$ cat src/rtl/drv_ctl_pkg.sv
// constants and types for the quad pin-driver control decode.
// assumes one 100 MHz clock and a parallel configuration write port.
package drv_ctl_pkg;

    localparam int NCH = 4;

    // one-hot output state positions
    localparam int SEL_W     = 6;
    localparam int SEL_LOW   = 0;
    localparam int SEL_HIGH  = 1;
    localparam int SEL_TERM  = 2;
    localparam int SEL_HIZ   = 3;
    localparam int SEL_HV    = 4;
    localparam int SEL_LEAK  = 5;

    // field widths
    localparam int SLEW_W  = 2;
    localparam int DROOP_W = 3;
    localparam int RES_W   = 4;
    localparam int CFG_W   = 4;

    // reset values
    localparam logic [SLEW_W-1:0]  SLEW_RST  = 2'h0;
    localparam logic [DROOP_W-1:0] DROOP_RST = 3'h0;
    localparam logic [RES_W-1:0]   RES_RST   = 4'h8;

    // slew code to percent of full multiplexer speed
    localparam int SLEW_PCT [4] = '{100, 75, 50, 25};
    // droop code to compensation in tenths of a percent
    localparam int DROOP_PCT_X10 [8] = '{0, 21, 43, 64, 86, 107, 129, 150};
    // trim step in milliohm, zero offset at code RES_RST
    localparam int RES_STEP_MOHM = 360;

    // configuration field selector
    typedef enum logic [2:0] {
        F_LOW_LEAK   = 3'h0,
        F_HV_ON_RCV  = 3'h1,
        F_TERM_DRIVE = 3'h2,
        F_SLEW       = 3'h3,
        F_DROOP_LONG = 3'h4,
        F_DROOP_SHRT = 3'h5,
        F_OUT_RES    = 3'h6
    } cfg_field_e;

endpackage

$ cat src/rtl/drv_mode_decode.sv
// one channel's output-state decoder, purely combinational.
// assumes all inputs already sit in the clk domain.
`timescale 1ns/1ps
`default_nettype none
module drv_mode_decode
    import drv_ctl_pkg::*;
(
    // control
    input  wire logic             low_leak_sel,
    input  wire logic             hv_on_receive_sel,
    input  wire logic             term_drive_sel,
    input  wire logic             hv_enable_n,
    // high-speed
    input  wire logic             receive_ctl,
    input  wire logic             drive_data,
    // result
    output logic [SEL_W-1:0]      state_sel
);
    always_comb begin
        state_sel = '0;
        if (low_leak_sel) begin
            state_sel[SEL_LEAK] = 1'b1;
        end else if (!hv_enable_n) begin
            state_sel[SEL_HV] = 1'b1;
        end else if (receive_ctl && hv_on_receive_sel) begin
            state_sel[SEL_HV] = 1'b1;
        end else if (receive_ctl) begin
            state_sel[term_drive_sel ? SEL_TERM : SEL_HIZ] = 1'b1;
        end else begin
            // hv select deliberately not looked at here
            state_sel[drive_data ? SEL_HIGH : SEL_LOW] = 1'b1;
        end
    end
endmodule
`default_nettype wire

$ cat src/rtl/pin_driver_mode_control.sv
// top of the quad pin-driver control decode and its configuration bits.
// assumes data and receive come from tester logic on clk; the hv enable
// pin and the serial-port reset pin are asynchronous and are synchronised.
//
// What this block does
// - low leak bit forces low leak state
// - other states need low leak bit clear
// - each channel has own low leak bit
// - enable high, receive low: data picks level
// - receive high, no hv: term bit picks
// - hv enable pin low forces hv drive
// - hv select plus receive gives hv drive
// - hv select ignored while receive is low
// - slew code selects 100/75/50/25 percent
// - slew code cleared at reset and port reset
// - two 3-bit droop codes per channel
// - short droop code linear 0 to 15 percent
// - long droop code same mapping
// - droop codes reset to 000
// - output resistance trim about plus minus 2.5
// - trim code resets to 1000, 0.36 steps
`timescale 1ns/1ps
`default_nettype none
module pin_driver_mode_control
    import drv_ctl_pkg::*;
#(
    parameter int N_CH = NCH
) (
    // clock and reset
    input  wire logic                                   clk,
    input  wire logic                                   reset_n,
    // external pins
    input  wire logic                                   hv_enable_n_pin,
    input  wire logic                                   serial_reset_n_pin,
    // high-speed controls from tester timing logic
    input  wire logic [N_CH-1:0]                        receive_ctl,
    input  wire logic [N_CH-1:0]                        drive_data,
    // configuration write port
    input  wire logic                                   cfg_wr,
    input  wire logic [N_CH-1:0]                        cfg_chan_mask,
    input  wire drv_ctl_pkg::cfg_field_e                cfg_field,
    input  wire logic [drv_ctl_pkg::CFG_W-1:0]          cfg_data,
    // to the analog multiplexer
    output logic [N_CH-1:0][drv_ctl_pkg::SEL_W-1:0]     channel_drive_control,
    // held trim codes
    output logic [N_CH-1:0][drv_ctl_pkg::SLEW_W-1:0]    slew_code,
    output logic [N_CH-1:0][drv_ctl_pkg::DROOP_W-1:0]   droop_long_code,
    output logic [N_CH-1:0][drv_ctl_pkg::DROOP_W-1:0]   droop_short_code,
    output logic [N_CH-1:0][drv_ctl_pkg::RES_W-1:0]     out_resistance_code,
    // readback of mode bits
    output logic [N_CH-1:0]                             low_leak_sel,
    output logic [N_CH-1:0]                             hv_on_receive_sel,
    output logic [N_CH-1:0]                             term_drive_sel
);
    import drv_ctl_pkg::*;

    // ********************************************************
    // elaboration checks
    // ********************************************************
    // field selector and port widths are fixed by the package
    if (N_CH != NCH) begin : g_bad_nch
        $error("pin_driver_mode_control: only %0d channels supported", NCH);
    end
    // a field wider than the data word could never be written whole
    if (CFG_W < RES_W || CFG_W < DROOP_W || CFG_W < SLEW_W) begin : g_bad_cfg
        $error("pin_driver_mode_control: config data narrower than a field");
    end
    if (SEL_W != SEL_LEAK + 1) begin : g_bad_sel
        $error("pin_driver_mode_control: select width does not cover all states");
    end

    // ********************************************************
    // helpers
    // ********************************************************
    // a write lands on a channel only when strobed and masked in
    function automatic logic chan_hit(input logic wr, input logic [N_CH-1:0] mask, input int c);
        return wr && mask[c];
    endfunction

    // single-bit mode fields take bit 0 of the data word
    function automatic logic mode_bit(input logic [CFG_W-1:0] d);
        return d[0];
    endfunction

    // two-flop synchroniser step, new sample enters at bit 0
    function automatic logic [1:0] sync_shift(input logic [1:0] q, input logic d);
        return {q[0], d};
    endfunction

    // ********************************************************
    // state
    // ********************************************************
    typedef struct packed {
        logic [1:0]                         hv_sync;
        logic [1:0]                         srst_sync;
        logic [N_CH-1:0]                    leak;
        logic [N_CH-1:0]                    hv_rcv;
        logic [N_CH-1:0]                    term;
        logic [N_CH-1:0][SLEW_W-1:0]        slew;
        logic [N_CH-1:0][DROOP_W-1:0]       dl;
        logic [N_CH-1:0][DROOP_W-1:0]       ds;
        logic [N_CH-1:0][RES_W-1:0]         res;
    } state_s;

    state_s st_r;
    state_s st_nxt;

    // only the second flop of each synchroniser is ever read
    logic   hv_enable_n_sync;
    logic   serial_reset_n_sync;

    assign hv_enable_n_sync    = st_r.hv_sync[1];
    assign serial_reset_n_sync = st_r.srst_sync[1];

    // ********************************************************
    // configuration update
    // ********************************************************
    always_comb begin
        st_nxt = st_r;
        // pins are asynchronous: two flops before use
        st_nxt.hv_sync   = sync_shift(st_r.hv_sync, hv_enable_n_pin);
        st_nxt.srst_sync = sync_shift(st_r.srst_sync, serial_reset_n_pin);
        for (int c = 0; c < N_CH; c++) begin
            if (chan_hit(cfg_wr, cfg_chan_mask, c)) begin
                unique case (cfg_field)
                    F_LOW_LEAK:   st_nxt.leak[c]   = mode_bit(cfg_data);
                    F_HV_ON_RCV:  st_nxt.hv_rcv[c] = mode_bit(cfg_data);
                    F_TERM_DRIVE: st_nxt.term[c]   = mode_bit(cfg_data);
                    F_SLEW:       st_nxt.slew[c]   = cfg_data[SLEW_W-1:0];
                    F_DROOP_LONG: st_nxt.dl[c]     = cfg_data[DROOP_W-1:0];
                    F_DROOP_SHRT: st_nxt.ds[c]     = cfg_data[DROOP_W-1:0];
                    F_OUT_RES:    st_nxt.res[c]    = cfg_data[RES_W-1:0];
                    default: ;
                endcase
            end
            // port reset wins over a same-cycle slew write
            if (!serial_reset_n_sync) begin
                st_nxt.slew[c] = SLEW_RST;
            end
        end
    end

    always_ff @(posedge clk) begin
        if (!reset_n) begin
            st_r           <= '0;
            st_r.hv_sync   <= 2'h3;
            st_r.srst_sync <= 2'h3;
            for (int c = 0; c < N_CH; c++) begin
                st_r.slew[c] <= SLEW_RST;
                st_r.dl[c]   <= DROOP_RST;
                st_r.ds[c]   <= DROOP_RST;
                st_r.res[c]  <= RES_RST;
            end
        end else begin
            st_r <= st_nxt;
        end
    end

    // ********************************************************
    // per-channel decode
    // ********************************************************
    // decode stays combinational so data edges are not delayed a cycle
    for (genvar c = 0; c < N_CH; c++) begin : g_ch
        drv_mode_decode u_dec (
            .low_leak_sel      (st_r.leak[c]),
            .hv_on_receive_sel (st_r.hv_rcv[c]),
            .term_drive_sel    (st_r.term[c]),
            .hv_enable_n       (hv_enable_n_sync),
            .receive_ctl       (receive_ctl[c]),
            .drive_data        (drive_data[c]),
            .state_sel         (channel_drive_control[c])
        );
    end

    // ********************************************************
    // outputs
    // ********************************************************
    assign slew_code           = st_r.slew;
    assign droop_long_code     = st_r.dl;
    assign droop_short_code    = st_r.ds;
    assign out_resistance_code = st_r.res;
    assign low_leak_sel        = st_r.leak;
    assign hv_on_receive_sel   = st_r.hv_rcv;
    assign term_drive_sel      = st_r.term;

endmodule
`default_nettype wire

$ cat config.mk
export PLATFORM = sky130hd
export DESIGN_NAME = pin_driver_mode_control
export DESIGN_NICKNAME = d
export VERILOG_FILES = /design/src/rtl/drv_ctl_pkg.sv /design/src/rtl/drv_mode_decode.sv /design/src/rtl/pin_driver_mode_control.sv
export SDC_FILE = /design/constraint.sdc
export NUM_CORES = 1
export LEC_CHECK = 0
export BUFFER_PORTS_ARGS = -buffer_cell sky130_fd_sc_hd__buf_2
export CAP_MARGIN = 15
export CORE_ASPECT_RATIO = 0.8
export CORE_MARGIN = 8
export CORE_UTILIZATION = 48
export DETAILED_ROUTE_END_ITERATION = 12
export GPL_TIMING_DRIVEN = 0
export PLACE_DENSITY = 0.75
export SLEW_MARGIN = 0
export SYNTH_ARGS = -nofsm -noshare
export SYNTH_HDL_FRONTEND = slang
export SYNTH_HIERARCHICAL = 1
export SYNTH_SLANG_ARGS = --single-unit
$ cat constraint.sdc
create_clock -name clk -period 1.5 [get_ports clk]
set_clock_uncertainty 0.1 [all_clocks]
set_input_delay 0.15 -clock clk [delete_from_list [all_inputs] [get_ports clk]]
set_output_delay 0.15 -clock clk [all_outputs]
set_load 0.01 [all_outputs]
==> results of run 1 <==
[power by group]
part | switching, uW | total, uW | internal (uW)
Clock | 657 | 1810 | 1150
Combinational | 198 | 331 | 133
Sequential | 17.9 | 1740 | 1720
[stage by stage]
| step | setup TNS, ns | utilization [%] | instance area (um^2) |
|---|---|---|---|
| after global placement | 0 | 61.3 | 3370 |
| final | 0 | 66.8 | 3670 |
| after global routing | -0.306 | 66.8 | 3670 |
| after detailed placement | 0 | 61.3 | 3370 |
| after CTS | 0 | 66.6 | 3660 |
| after floorplan | 0 | - | 2750 |
[state kept, by name, summed over array words and instances, names as in the netlist]
register             count
hv_enable_n_sync         1
st_nxt                   2
droop_long_code         12
low_leak_sel             4
slew_code                8
serial_reset_n_sync      1
hv_on_receive_sel        4
out_resistance_code     16
term_drive_sel           4
droop_short_code        12
[final cells by class]
| class | instances | share of cell area, % |
|---|---|---|
| plain buffers | 23 | 3.37 |
| multi-input cells | 191 | 36.9 |
| well taps | 78 | 2.66 |
| inverters | 1 | 0.102 |
| repair buffers | 108 | 15.1 |
| flip-flops and latches | 64 | 35.1 |
| clock buffers | 11 | 3.85 |
| clock inverters | 5 | 2.83 |
[per-layer routing]
layer  share of wire, %  track usage [%]  up-vias  wire, um
li1                   -                -     1223         -
met1                 44             20.0     1115      3240
met2                 46             28.7       88      3390
met3                9.6             8.25        8       712
met4                1.1             4.11        0        85
met5                  0                0        -         0
[worst paths after layout]
kind	start	endpoint	slack, ns	depth (start not counted)
worst min register to register	st_nxt[63]$_SDFF_PN1_	hv_enable_n_sync$_SDFF_PN1_	0.31	1
worst max-delay path	hv_enable_n_sync$_SDFF_PN1_	channel_drive_control[14]	0.02	3
worst max register to register	serial_reset_n_sync$_SDFF_PN1_	slew_code[1]$_SDFFE_PN0P_	0.40	4
worst min-delay path	cfg_field[1]	droop_short_code[2]$_SDFFE_PN0P_	0.06	3
[repair_timing]
action / 4_1_cts / 5_1_grt
setup endpoints to repair: 16 / 11
endpoints found under the hold margin: 3 / 0
resized for setup: 7 / 3
pin swaps: 0 / 1
hold buffers: 3 / 0
[logic make-up (layout without fill, tap and decap cells)]
| group | Yosys count | count (layout) | synth area share (%) |
|---|---|---|---|
| flip-flops | 64 | 64 | 46.7 |
| buffers and inverters | 24 | 148 | 4.65 |
| AO/OA/AOI/OAI | 36 | 36 | 10.2 |
| AND/OR/NAND/NOR | 111 | 111 | 22.5 |
| multiplexers | 44 | 44 | 16.0 |
[cell usage after synthesis, types with 4 or more instances]
library cell   n  area (um^2)
and2_1         4         25.0
mux2i_1       44          440
nand2b_1       6         37.5
o211ai_1      10         75.1
a21oi_1        4         20.0
and4bb_2       4         50.1
clkbuf_1       6         22.5
buf_2         12         60.1
o21ai_0        4         20.0
buf_4          4         30.0
nand3b_1       4         30.0
o31ai_1       10         75.1
nand2_1       64          240
dfxtp_1       64         1280
nor2_1         6         22.5
[worst reg2reg max path: stages, from the launching register on]
cell     delay [ns]
dfxtp_1        0.30
and2_1         0.11
buf_2          0.20
nand2_1        0.14
mux2i_1        0.18
==> results.md, run 1 <==
* Final Non-Filler Cells at a little under 500
* Diode count at 0
* Die span in y at roughly 84 um
* Initial Utilization at 50.0%
* Grt ovf at 0
* Initial antenna violation count at 0
* Area occupied by multi-input gates at approximately 0.0014 mm^2
* Final Max Tran Viols at 0
* Unrepaired setup endpoints after global routing: yes
* DP Worst Slack at between 0.04 and 0.05 ns
* Proportion of layout cells with a drive suffix above 1 at between 30% and 40%
* Layout net count at 422
* # clock sinks at 64
* Drt wl/cell at ~15 um
* CTS Buf Count at 9
* Slowest Stage Delay on Critical Path at ~0.42 ns
* Core footprint at ~0.0055 mm^2
* CTS Buffer Depth at 2
* Placer congestion estimate at 0.768
* Fin Hold WS at just under 0.06 ns
* Post-route worst setup slack at between 0.015 and 0.02 ns
* Via-per-instance ratio at 5.06
* Postcts setup bufs at 0
* Max rail drop VDD at ~0.57 mV
* CTS tree: built
* Outcome: completed
* Pin count of the biggest net entering global routing at 17
* Synthesized net count at a little over 300
* PD cells at between 1000 and 1500 mW/mm^2
* Root buf cell: clkbuf_8
* Worst slew margin at 64.6%
* # port buffers at approximately 110
* CP Class: flip-flop to primary output
* Slowest cell on crit path: dfxtp_4
* Syn Std Cell Area at 0.00275 mm^2
* Ports at 108
* DR pass1 iterations at 4
* Final Power at approximately 3900 uW
* Pleak at approximately 0.0017 uW
* Slew @ Worst Pin at around 0.53 ns
* Most frequent cells in the layout: 117 x buf_2, 64 x nand2_1, 58 x dfxtp_1
* Total number of vias at between 2000 and 2500
* DRT iter0 DRCs at 75
* Worst-Skew Late Latency at roughly 0.34 ns
* CP Max Fanout at 16
* Final Cycle Share at approximately 99%
* Ys Warns at 6
* FFs w/ async S/R, synth at 0%
* Tmin final at ~1.5 ns
* Most common library cell in the layout ignoring fill and taps: buf_2
* Seq/Total Area, Yosys at a little under half
* ANT nets after route at 0
* Full die area at around 0.0084 mm^2
* Top_reg_cell synth: dfxtp_1
* Total GRT Usage at 17.5%
* FILL cells at 470
* Synthesized area per cell at just under 10 um^2
* First-pass GRT wire length at about 12000 um
* CP Buf/Inv Count at 1
* #FFs+latches synth at 64
* Crit. End Element: primary output
* DP Cell Count at ~460
* DP HPWL at approximately 5700 um
* H-tree depth at 3
* Worst min-delay path class: input pin to flip-flop
* CP delay by family, top: flip-flops
* CP required at approximately 1.3 ns
* Mapped Cells at 279
* Post-synth EDFFs at 0
* Area grow syn2layout at 33.8%
* Worst Setup Start Kind: flip-flop
* Die width at approximately 100 um
* Drt drc at 0
* Row cnt at 24
* Setup Viol. Count Final at 0
* Max-cap violations at 0
* Cell Chain, Critical Path: and4bb_1 > and2_1 > buf_2
* Max Clock Freq at 675 MHz
* Reg clk slew, reported paths at about 0.070 ns
* Hold Fails Final Rpt at 0
* Storage cell area at about 0.0013 mm^2
* Vias in the first global route at approximately 2400
* Distinct cell type count after synthesis at 34
* Routed WL at between 7000 and 8000 um
* Worst Path Arrival at 1.23 ns
No activity file was read; power rests on OpenSTA's default activity.
==> run 2: changes to the inputs <==
Settings changed: CELL_PAD_IN_SITES_DETAIL_PLACEMENT set to 1, CELL_PAD_IN_SITES_GLOBAL_PLACEMENT set to 2, CORE_UTILIZATION 48 to 28, SETUP_SLACK_MARGIN set to 0.4.
==> run 2 against run 1 <==
  * Hold slack got worse by 0.0062 ns
  * Combinational power grew 27%
  * Total power is 9.2% higher
  * Largest power group unchanged
  * Utilization decreased by 23 points
  * Global-route usage shrank 3.7 points
  * Critical path type unchanged
==> results.md, run 2 (synthesis results as in run 1) <==
* CP Class: flip-flop to primary output
* Comb power frac at 10.0% (+1.5 points)
* # clock sinks at 64 (unchanged)
* CP required at 1.25 ns (about the same)
* Pleak at 0.00193 uW (+11%)
* Hold Fails Final Rpt at 0 (unchanged)
* Initial Utilization at 28.6% (-21 points)
* Outcome: completed
* Clk pwr share at 49.0% (+2.4 points)
* Root buf cell: clkbuf_16
* CP Max Fanout at 5 (-11)
* Worst-Skew Late Latency at 0.32 ns (-0.02 ns)
* Pin count of the biggest net entering global routing at 11 (-6)
* Crit. End Element: primary output
* Row cnt at 32 (+33%)
* Final Max Tran Viols at 0 (unchanged)
* Reg2reg start: low_leak_sel[1]$_SDFFE_PN0P_
* Die width at 127 um (+26%)
* Internal power at 3260 uW (+8.4%)
* FILL cells at 1089 (+130%)
* DRT iter0 DRCs at 73 (-2.7%)
* ANT nets after route at 0 (unchanged)
* DR pass1 iterations at 4 (unchanged)
* CTS Buffer Depth at 2 (unchanged)
* Tmin final at 1.46 ns (-0.0251 ns)
* Total GRT Usage at 13.8% (-3.7 points)
* Worst min-delay path class: input pin to flip-flop
* Grt ovf at 0 (unchanged)
* Total number of vias at 2547 (+4.6%)
* Max rail drop VDD at 0.492 mV (-14%)
* Placed Area at 0.00349 mm^2 (+3.6%)
* Unrepaired setup endpoints after global routing: yes
* Slowest Stage Delay on Critical Path at 0.36 ns (-0.06 ns)
* Core footprint at 0.00961 mm^2 (+75%)
* GR Util met3 at 5.08% (-3.2 points)
* PD cells at 1010 mW/mm^2 (-4.2%)
* Full die area at 0.0133 mm^2 (+58%)
* Ports at 108 (unchanged)
* Worst Hold Path EP: slew_code[6]$_SDFFE_PN0P_
* Most used routing layer: met2
* Setup TNS at 0 ns (unchanged)
* Hold Path Depth at 3 (unchanged)
* Most frequent cells in the layout: 93 x buf_2, 61 x nand2_1, 44 x mux2i_1, 44 x dfxtp_1, 30 x buf_6
* Worst Hold Launch: cfg_data[0]
* Setup Viol. Count Final at 0 (unchanged)
* Worst R2R End: low_leak_sel[1]$_SDFFE_PN0P_
* Sequential share of power at 41.0% (-3.9 points)
* Flop-to-flop setup slack at 0.49 ns (+0.09 ns)
* Cell Chain, Critical Path: and4bb_1 > and2_1 > buf_2
* Routed WL at 9420 um (+27%)
* Die span in y at 105 um (+25%)
* Slew @ Worst Pin at 0.543 ns (+0.0112 ns)
* Drt drc at 0 (unchanged)
* Final Cycle Share at 97.1% (-1.7 points)
* Worst slew margin at 63.8% (-0.74 points)
* Max reg flops at 16 (unchanged)
* Final Cell Area at 0.00419 mm^2 (+14%)
* Proportion of layout cells with a drive suffix above 1 at 49.4% (+9.4 points)
* Fin Hold WS at 0.0533 ns (-0.00619 ns)
* Max-cap violations at 0 (unchanged)
* H-tree depth at 3 (unchanged)
* Most common library cell in the layout ignoring fill and taps: buf_2
* Slowest cell on crit path: dfxtp_4
* Area grow syn2layout at 52.4%
* Worst Setup Start Kind: flip-flop
* Register-to-Register Path Depth at 4 (unchanged)
* Layout net count at 434 (+2.8%)
* # port buffers at 105 (unchanged)
* Placer congestion estimate at 0.732 (-4.7%)
* Vias in the first global route at 2654 (+11%)
* Met2 global-route usage at 22.0% (-6.7 points)
* Max Clock Freq at 687 MHz (+1.7%)
* Fin util at 43.6% (-23 points)
* Final Power at 4240 uW (+9.2%)
* Met1 GRT Util at 17.5% (-2.5 points)
* Worst Path Arrival at 1.21 ns (-0.02 ns)
* First-pass GRT wire length at 14700 um (+24%)
* Via-per-instance ratio at 4.78 (-5.6%)
* Switching Fraction at 23.0% (+0.55 points)
* Drt wl/cell at 17.7 um (+14%)
* CTS Buf Count at 9 (unchanged)
* CTS tree: built
* Switch Pwr at 977 uW (+12%)
* DP HPWL at 6780 um (+19%)
* Reg clk slew, reported paths at 0.05 ns (-0.02 ns)
* Initial antenna violation count at 0 (unchanged)
## run 2: changes by cell type in the layout (fill, tap and decap cells not counted), sizes merged
| cell | change |
|---|---|
| clkinv | -1 |
| bufinv | -2 |
| dlygate4sd3 | -1 |
| diode | +1 |
| clkbuf | +1 |
| clkinvlp | +1 |
| buf | +12 |
## run 2: worst max-delay path by stage
stage	from	endpoint	slack (ns)
after detailed placement	reset_n	droop_long_code[6]$_SDFFE_PN0P_	0.03
final	low_leak_sel[0]$_SDFFE_PN0P_	channel_drive_control[2]	0.04
after CTS	hv_enable_n_sync$_SDFF_PN1_	channel_drive_control[1]	0.05
after floorplan	cfg_field[2]	hv_on_receive_sel[1]$_SDFFE_PN0P_	0.25
after global routing	low_leak_sel[0]$_SDFFE_PN0P_	channel_drive_control[2]	-0.02
after global placement	reset_n	droop_long_code[9]$_SDFFE_PN0P_	0.03
## run 2: power groups by stage
stage               Clock, uW  Combinational, uW  Sequential, uW
CTS                      2120                390            1740
detailed placement          0                357            1780
floorplan                   0                196            1790
finish                   2080                422            1740
global route             2210                460            1740
global placement            0                350            1780
## run 2: per-layer routing
metal	part of all wire [%]	vias to the layer above
met2	45	78
li1	-	1244
met4	0.50	0
met3	6.2	7
met1	48	1218
met5	0	-
## run 2: final cells by class
class                   instances  area, um^2  share of cell area (%)
flip-flops and latches         64        1320                    31.6
plain buffers                  23         186                    4.45
well taps                     119         149                    3.56
clock inverters                 3        42.5                    1.02
repair buffers                120         793                    18.9
multi-input cells             191        1440                    34.3
clock buffers                  11         253                    6.04
diodes                          1        2.50                  0.0598
inverters                       1        3.75                  0.0897
## run 2: what timing repair did
action / CTS / global route
endpoints found under the hold margin: 2 / 0
pin swaps: 8 / 6
gates cloned: 0 / 1
hold buffers: 2 / 0
resized for setup: 38 / 40
buffers inserted: 6 / 6
endpoints found under the setup margin: 40 / 62
## run 2: critical path, delay by kind of cell, from the launching register on
family,cells,cell delay [ns]
buf+inv,1,0.13
flops,1,0.36
simple gates,2,0.39
## run 2: stage by stage
step / instances / worst slack, ns
final: 533 / 0.0439
after CTS: 525 / 0.0504
after detailed placement: 503 / 0.0319
after global routing: 532 / -0.0155
after floorplan: 279 / 0.254
after global placement: 503 / 0.0265
==> run 3: changes to the inputs <==
Settings changed: CELL_PAD_IN_SITES_DETAIL_PLACEMENT 1 to not set, CELL_PAD_IN_SITES_GLOBAL_PLACEMENT 2 to not set, CORE_UTILIZATION 28 to 48, HOLD_SLACK_MARGIN set to 0.05.
==> run 3 against run 2 <==
  * Highest routed layer unchanged
  * Utilization up 32 points
  * Via count up 0.16%
  * Non-clock buffer count up 12
  * Hold slack better by 0.020 ns
  * Critical path depth unchanged
  * Die area down 37%
  * Register-to-register slack about the same
  * The run now ends with negative setup slack left
  * Sequential power about the same
  * Critical endpoint is now channel_drive_control[8]
  * Routed wire length down 13%
  * Setup slack worse by 0.052 ns
  * Critical path type unchanged
==> results.md, run 3 (synthesis results as in run 1) <==
* Worst Path Arrival at 1.26 ns (+0.05 ns)
* CTS tree: built
* Max rail drop VDD at 0.525 mV (+6.7%)
* DP HPWL at 5610 um (-17%)
* CTS Buf Count at 9 (unchanged)
* Row cnt at 24 (-25%)
* Max-cap violations at 0 (unchanged)
* Slew @ Worst Pin at 0.530 ns (-0.0123 ns)
* Final Max Tran Viols at 0 (unchanged)
* Reg clk slew, reported paths at 0.06 ns (about the same)
* Outcome: finished with violations
* Worst R2R End: slew_code[0]$_SDFFE_PN0P_
* Routed WL at 8230 um (-13%)
* Met2 global-route usage at 31.7% (+9.7 points)
* DP Cell Count at 462 (-8.2%)
* Crit. End Element: primary output
* Initial antenna violation count at 0 (unchanged)
* Met1 GRT Util at 19.5% (+2.0 points)
* Area grow syn2layout at 50.8%
* ANT nets after route at 0 (unchanged)
* Most used routing layer: met2
* DR pass1 iterations at 5 (+1)
* Worst slew margin at 64.6% (+0.82 points)
* Max reg flops at 16 (unchanged)
* Cell Chain, Critical Path: and4bb_1 > and2_4 > buf_6
* CP Max Fanout at 4 (-1)
* Ports at 108 (unchanged)
* Total number of vias at 2551 (+0.16%)
* Worst Hold Path EP: out_resistance_code[15]$_SDFFE_PN1P_
* Flop-to-flop setup slack at 0.49 ns (about the same)
* Initial Utilization at 50.0% (+21 points)
* Placer congestion estimate at 0.761 (+4.0%)
* Setup Viol. Count Final at 1 (+1)
* PD cells at 825 mW/mm^2 (-18%)
* Vias in the first global route at 2530 (-4.7%)
* Via-per-instance ratio at 5.05 (+5.7%)
* Reg2reg start: serial_reset_n_sync$_SDFF_PN1_
* Proportion of layout cells with a drive suffix above 1 at 48.5% (-0.92 points)
* Full die area at 0.00841 mm^2 (-37%)
* Root buf cell: clkbuf_8
* Diode count at 0 (-1)
* First-pass GRT wire length at 12300 um (-16%)
* # port buffers at 105 (unchanged)
* Setup TNS at -0.00769 ns (-0.00769 ns)
* Final Non-Filler Cells at 505 (-5.3%)
* Fin util at 75.4% (+32 points)
* CP required at 1.25 ns (about the same)
* Post-route worst setup slack at -0.00769 ns (-0.0516 ns)
* DRT iter0 DRCs at 115 (+58%)
* Worst-Skew Late Latency at 0.33 ns (about the same)
* Die width at 101 um (-21%)
* Pin count of the biggest net entering global routing at 11 (unchanged)
* Slowest cell on crit path: dfxtp_4
* CTS Buffer Depth at 2 (unchanged)
* Violated checks: negative setup slack
* Core footprint at 0.00550 mm^2 (-43%)
* Tmin final at 1.51 ns (+0.0516 ns)
* Grt ovf at 0 (unchanged)
* Most frequent cells in the layout: 88 x buf_2, 60 x nand2_1, 44 x mux2i_1
* Total GRT Usage at 18.1% (+4.3 points)
* # clock sinks at 64 (unchanged)
* Max Clock Freq at 663 MHz (-3.4%)
* Fin Hold WS at 0.0734 ns (+0.0201 ns)
* Register-to-Register Path Depth at 4 (unchanged)
* GR Util met3 at 6.25% (+1.2 points)
* Hold Fails Final Rpt at 0 (unchanged)
* Pleak at 0.00193 uW (+0.26%)
* Hold Path Depth at 3 (unchanged)
* CP Class: flip-flop to primary output
* Final Cycle Share at 101% (+3.4 points)
* Worst min-delay path class: input pin to flip-flop
* Unrepaired setup endpoints after global routing: yes
* Worst Hold Launch: cfg_data[3]
* Slowest Stage Delay on Critical Path at 0.37 ns (about the same)
* H-tree depth at 3 (unchanged)
* Drt drc at 0 (unchanged)
* Die span in y at 83.7 um (-20%)
* Layout net count at 446 (+2.8%)
* Drt wl/cell at 16.3 um (-7.8%)
* Worst Setup Start Kind: flip-flop
* Most common library cell in the layout ignoring fill and taps: buf_2
run 3: cell types whose count changed in the layout (fill, tap and decap cells not counted), sizes merged:
cell,change
buf,+9
dlygate4sd3,+3
clkbuf,+2
bufinv,-1
clkinv,+1
diode,-1
run 3: what timing repair did:
action                                  4_1_cts  5_1_grt
cloned                                        0        1
hold buffers                                  3        2
endpoints found under the setup margin       37       54
resized for setup                            45       31
setup buffers                                11       10
hold endpoints to repair                      4        4
pin swaps                                     7       10
run 3: worst max-delay path, delay by kind of cell (launching register included):
family        cells  cell delay (ns)
buf+inv           1             0.10
flops             1             0.37
simple gates      2             0.46
run 3: how the worst max path moves through the flow:
stage	from	endpoint	slack (ns)	depth (start not counted)
after floorplan	cfg_field[2]	hv_on_receive_sel[1]$_SDFFE_PN0P_	0.25	5
after global placement	cfg_field[2]	hv_on_receive_sel[1]$_SDFFE_PN0P_	0.09	6
after detailed placement	cfg_field[2]	hv_on_receive_sel[1]$_SDFFE_PN0P_	0.08	6
after CTS	low_leak_sel[0]$_SDFFE_PN0P_	channel_drive_control[2]	0.01	3
after global routing	low_leak_sel[1]$_SDFFE_PN0P_	channel_drive_control[8]	-0.04	3
final	low_leak_sel[1]$_SDFFE_PN0P_	channel_drive_control[8]	-0.008	3
run 3: through the flow:
step,power (uW),setup slack [ns],instance area (um^2)
global placement,2120,0.0880,3440
global route,3570,-0.0392,4140
finish,3420,-0.00769,4140
detailed placement,2120,0.0765,3440
CTS,3410,0.0126,3900
floorplan,1990,0.254,2820
run 3: metal layers:
| metal | vias to the layer above | share of wire (%) |
|---|---|---|
| li1 | 1264 | - |
| met3 | 13 | 8.0 |
| met2 | 87 | 48 |
| met5 | - | 0 |
| met1 | 1187 | 43 |
| met4 | 0 | 1.7 |
run 3: area by class of cell:
cell class	instances	area, um^2
timing repair buffer	132	946
fill	408	1350
tap	78	97.6
sequential	64	1320
clock inverter	3	17.5
buffer	23	184
multi-input combinational	191	1430
clock buffer	13	149
inverter	1	3.75
run 3: where the power goes:
group	internal (uW)	switching [uW]	total (uW)
registers	1720	17.9	1740
clock network	641	616	1260
logic	199	226	425
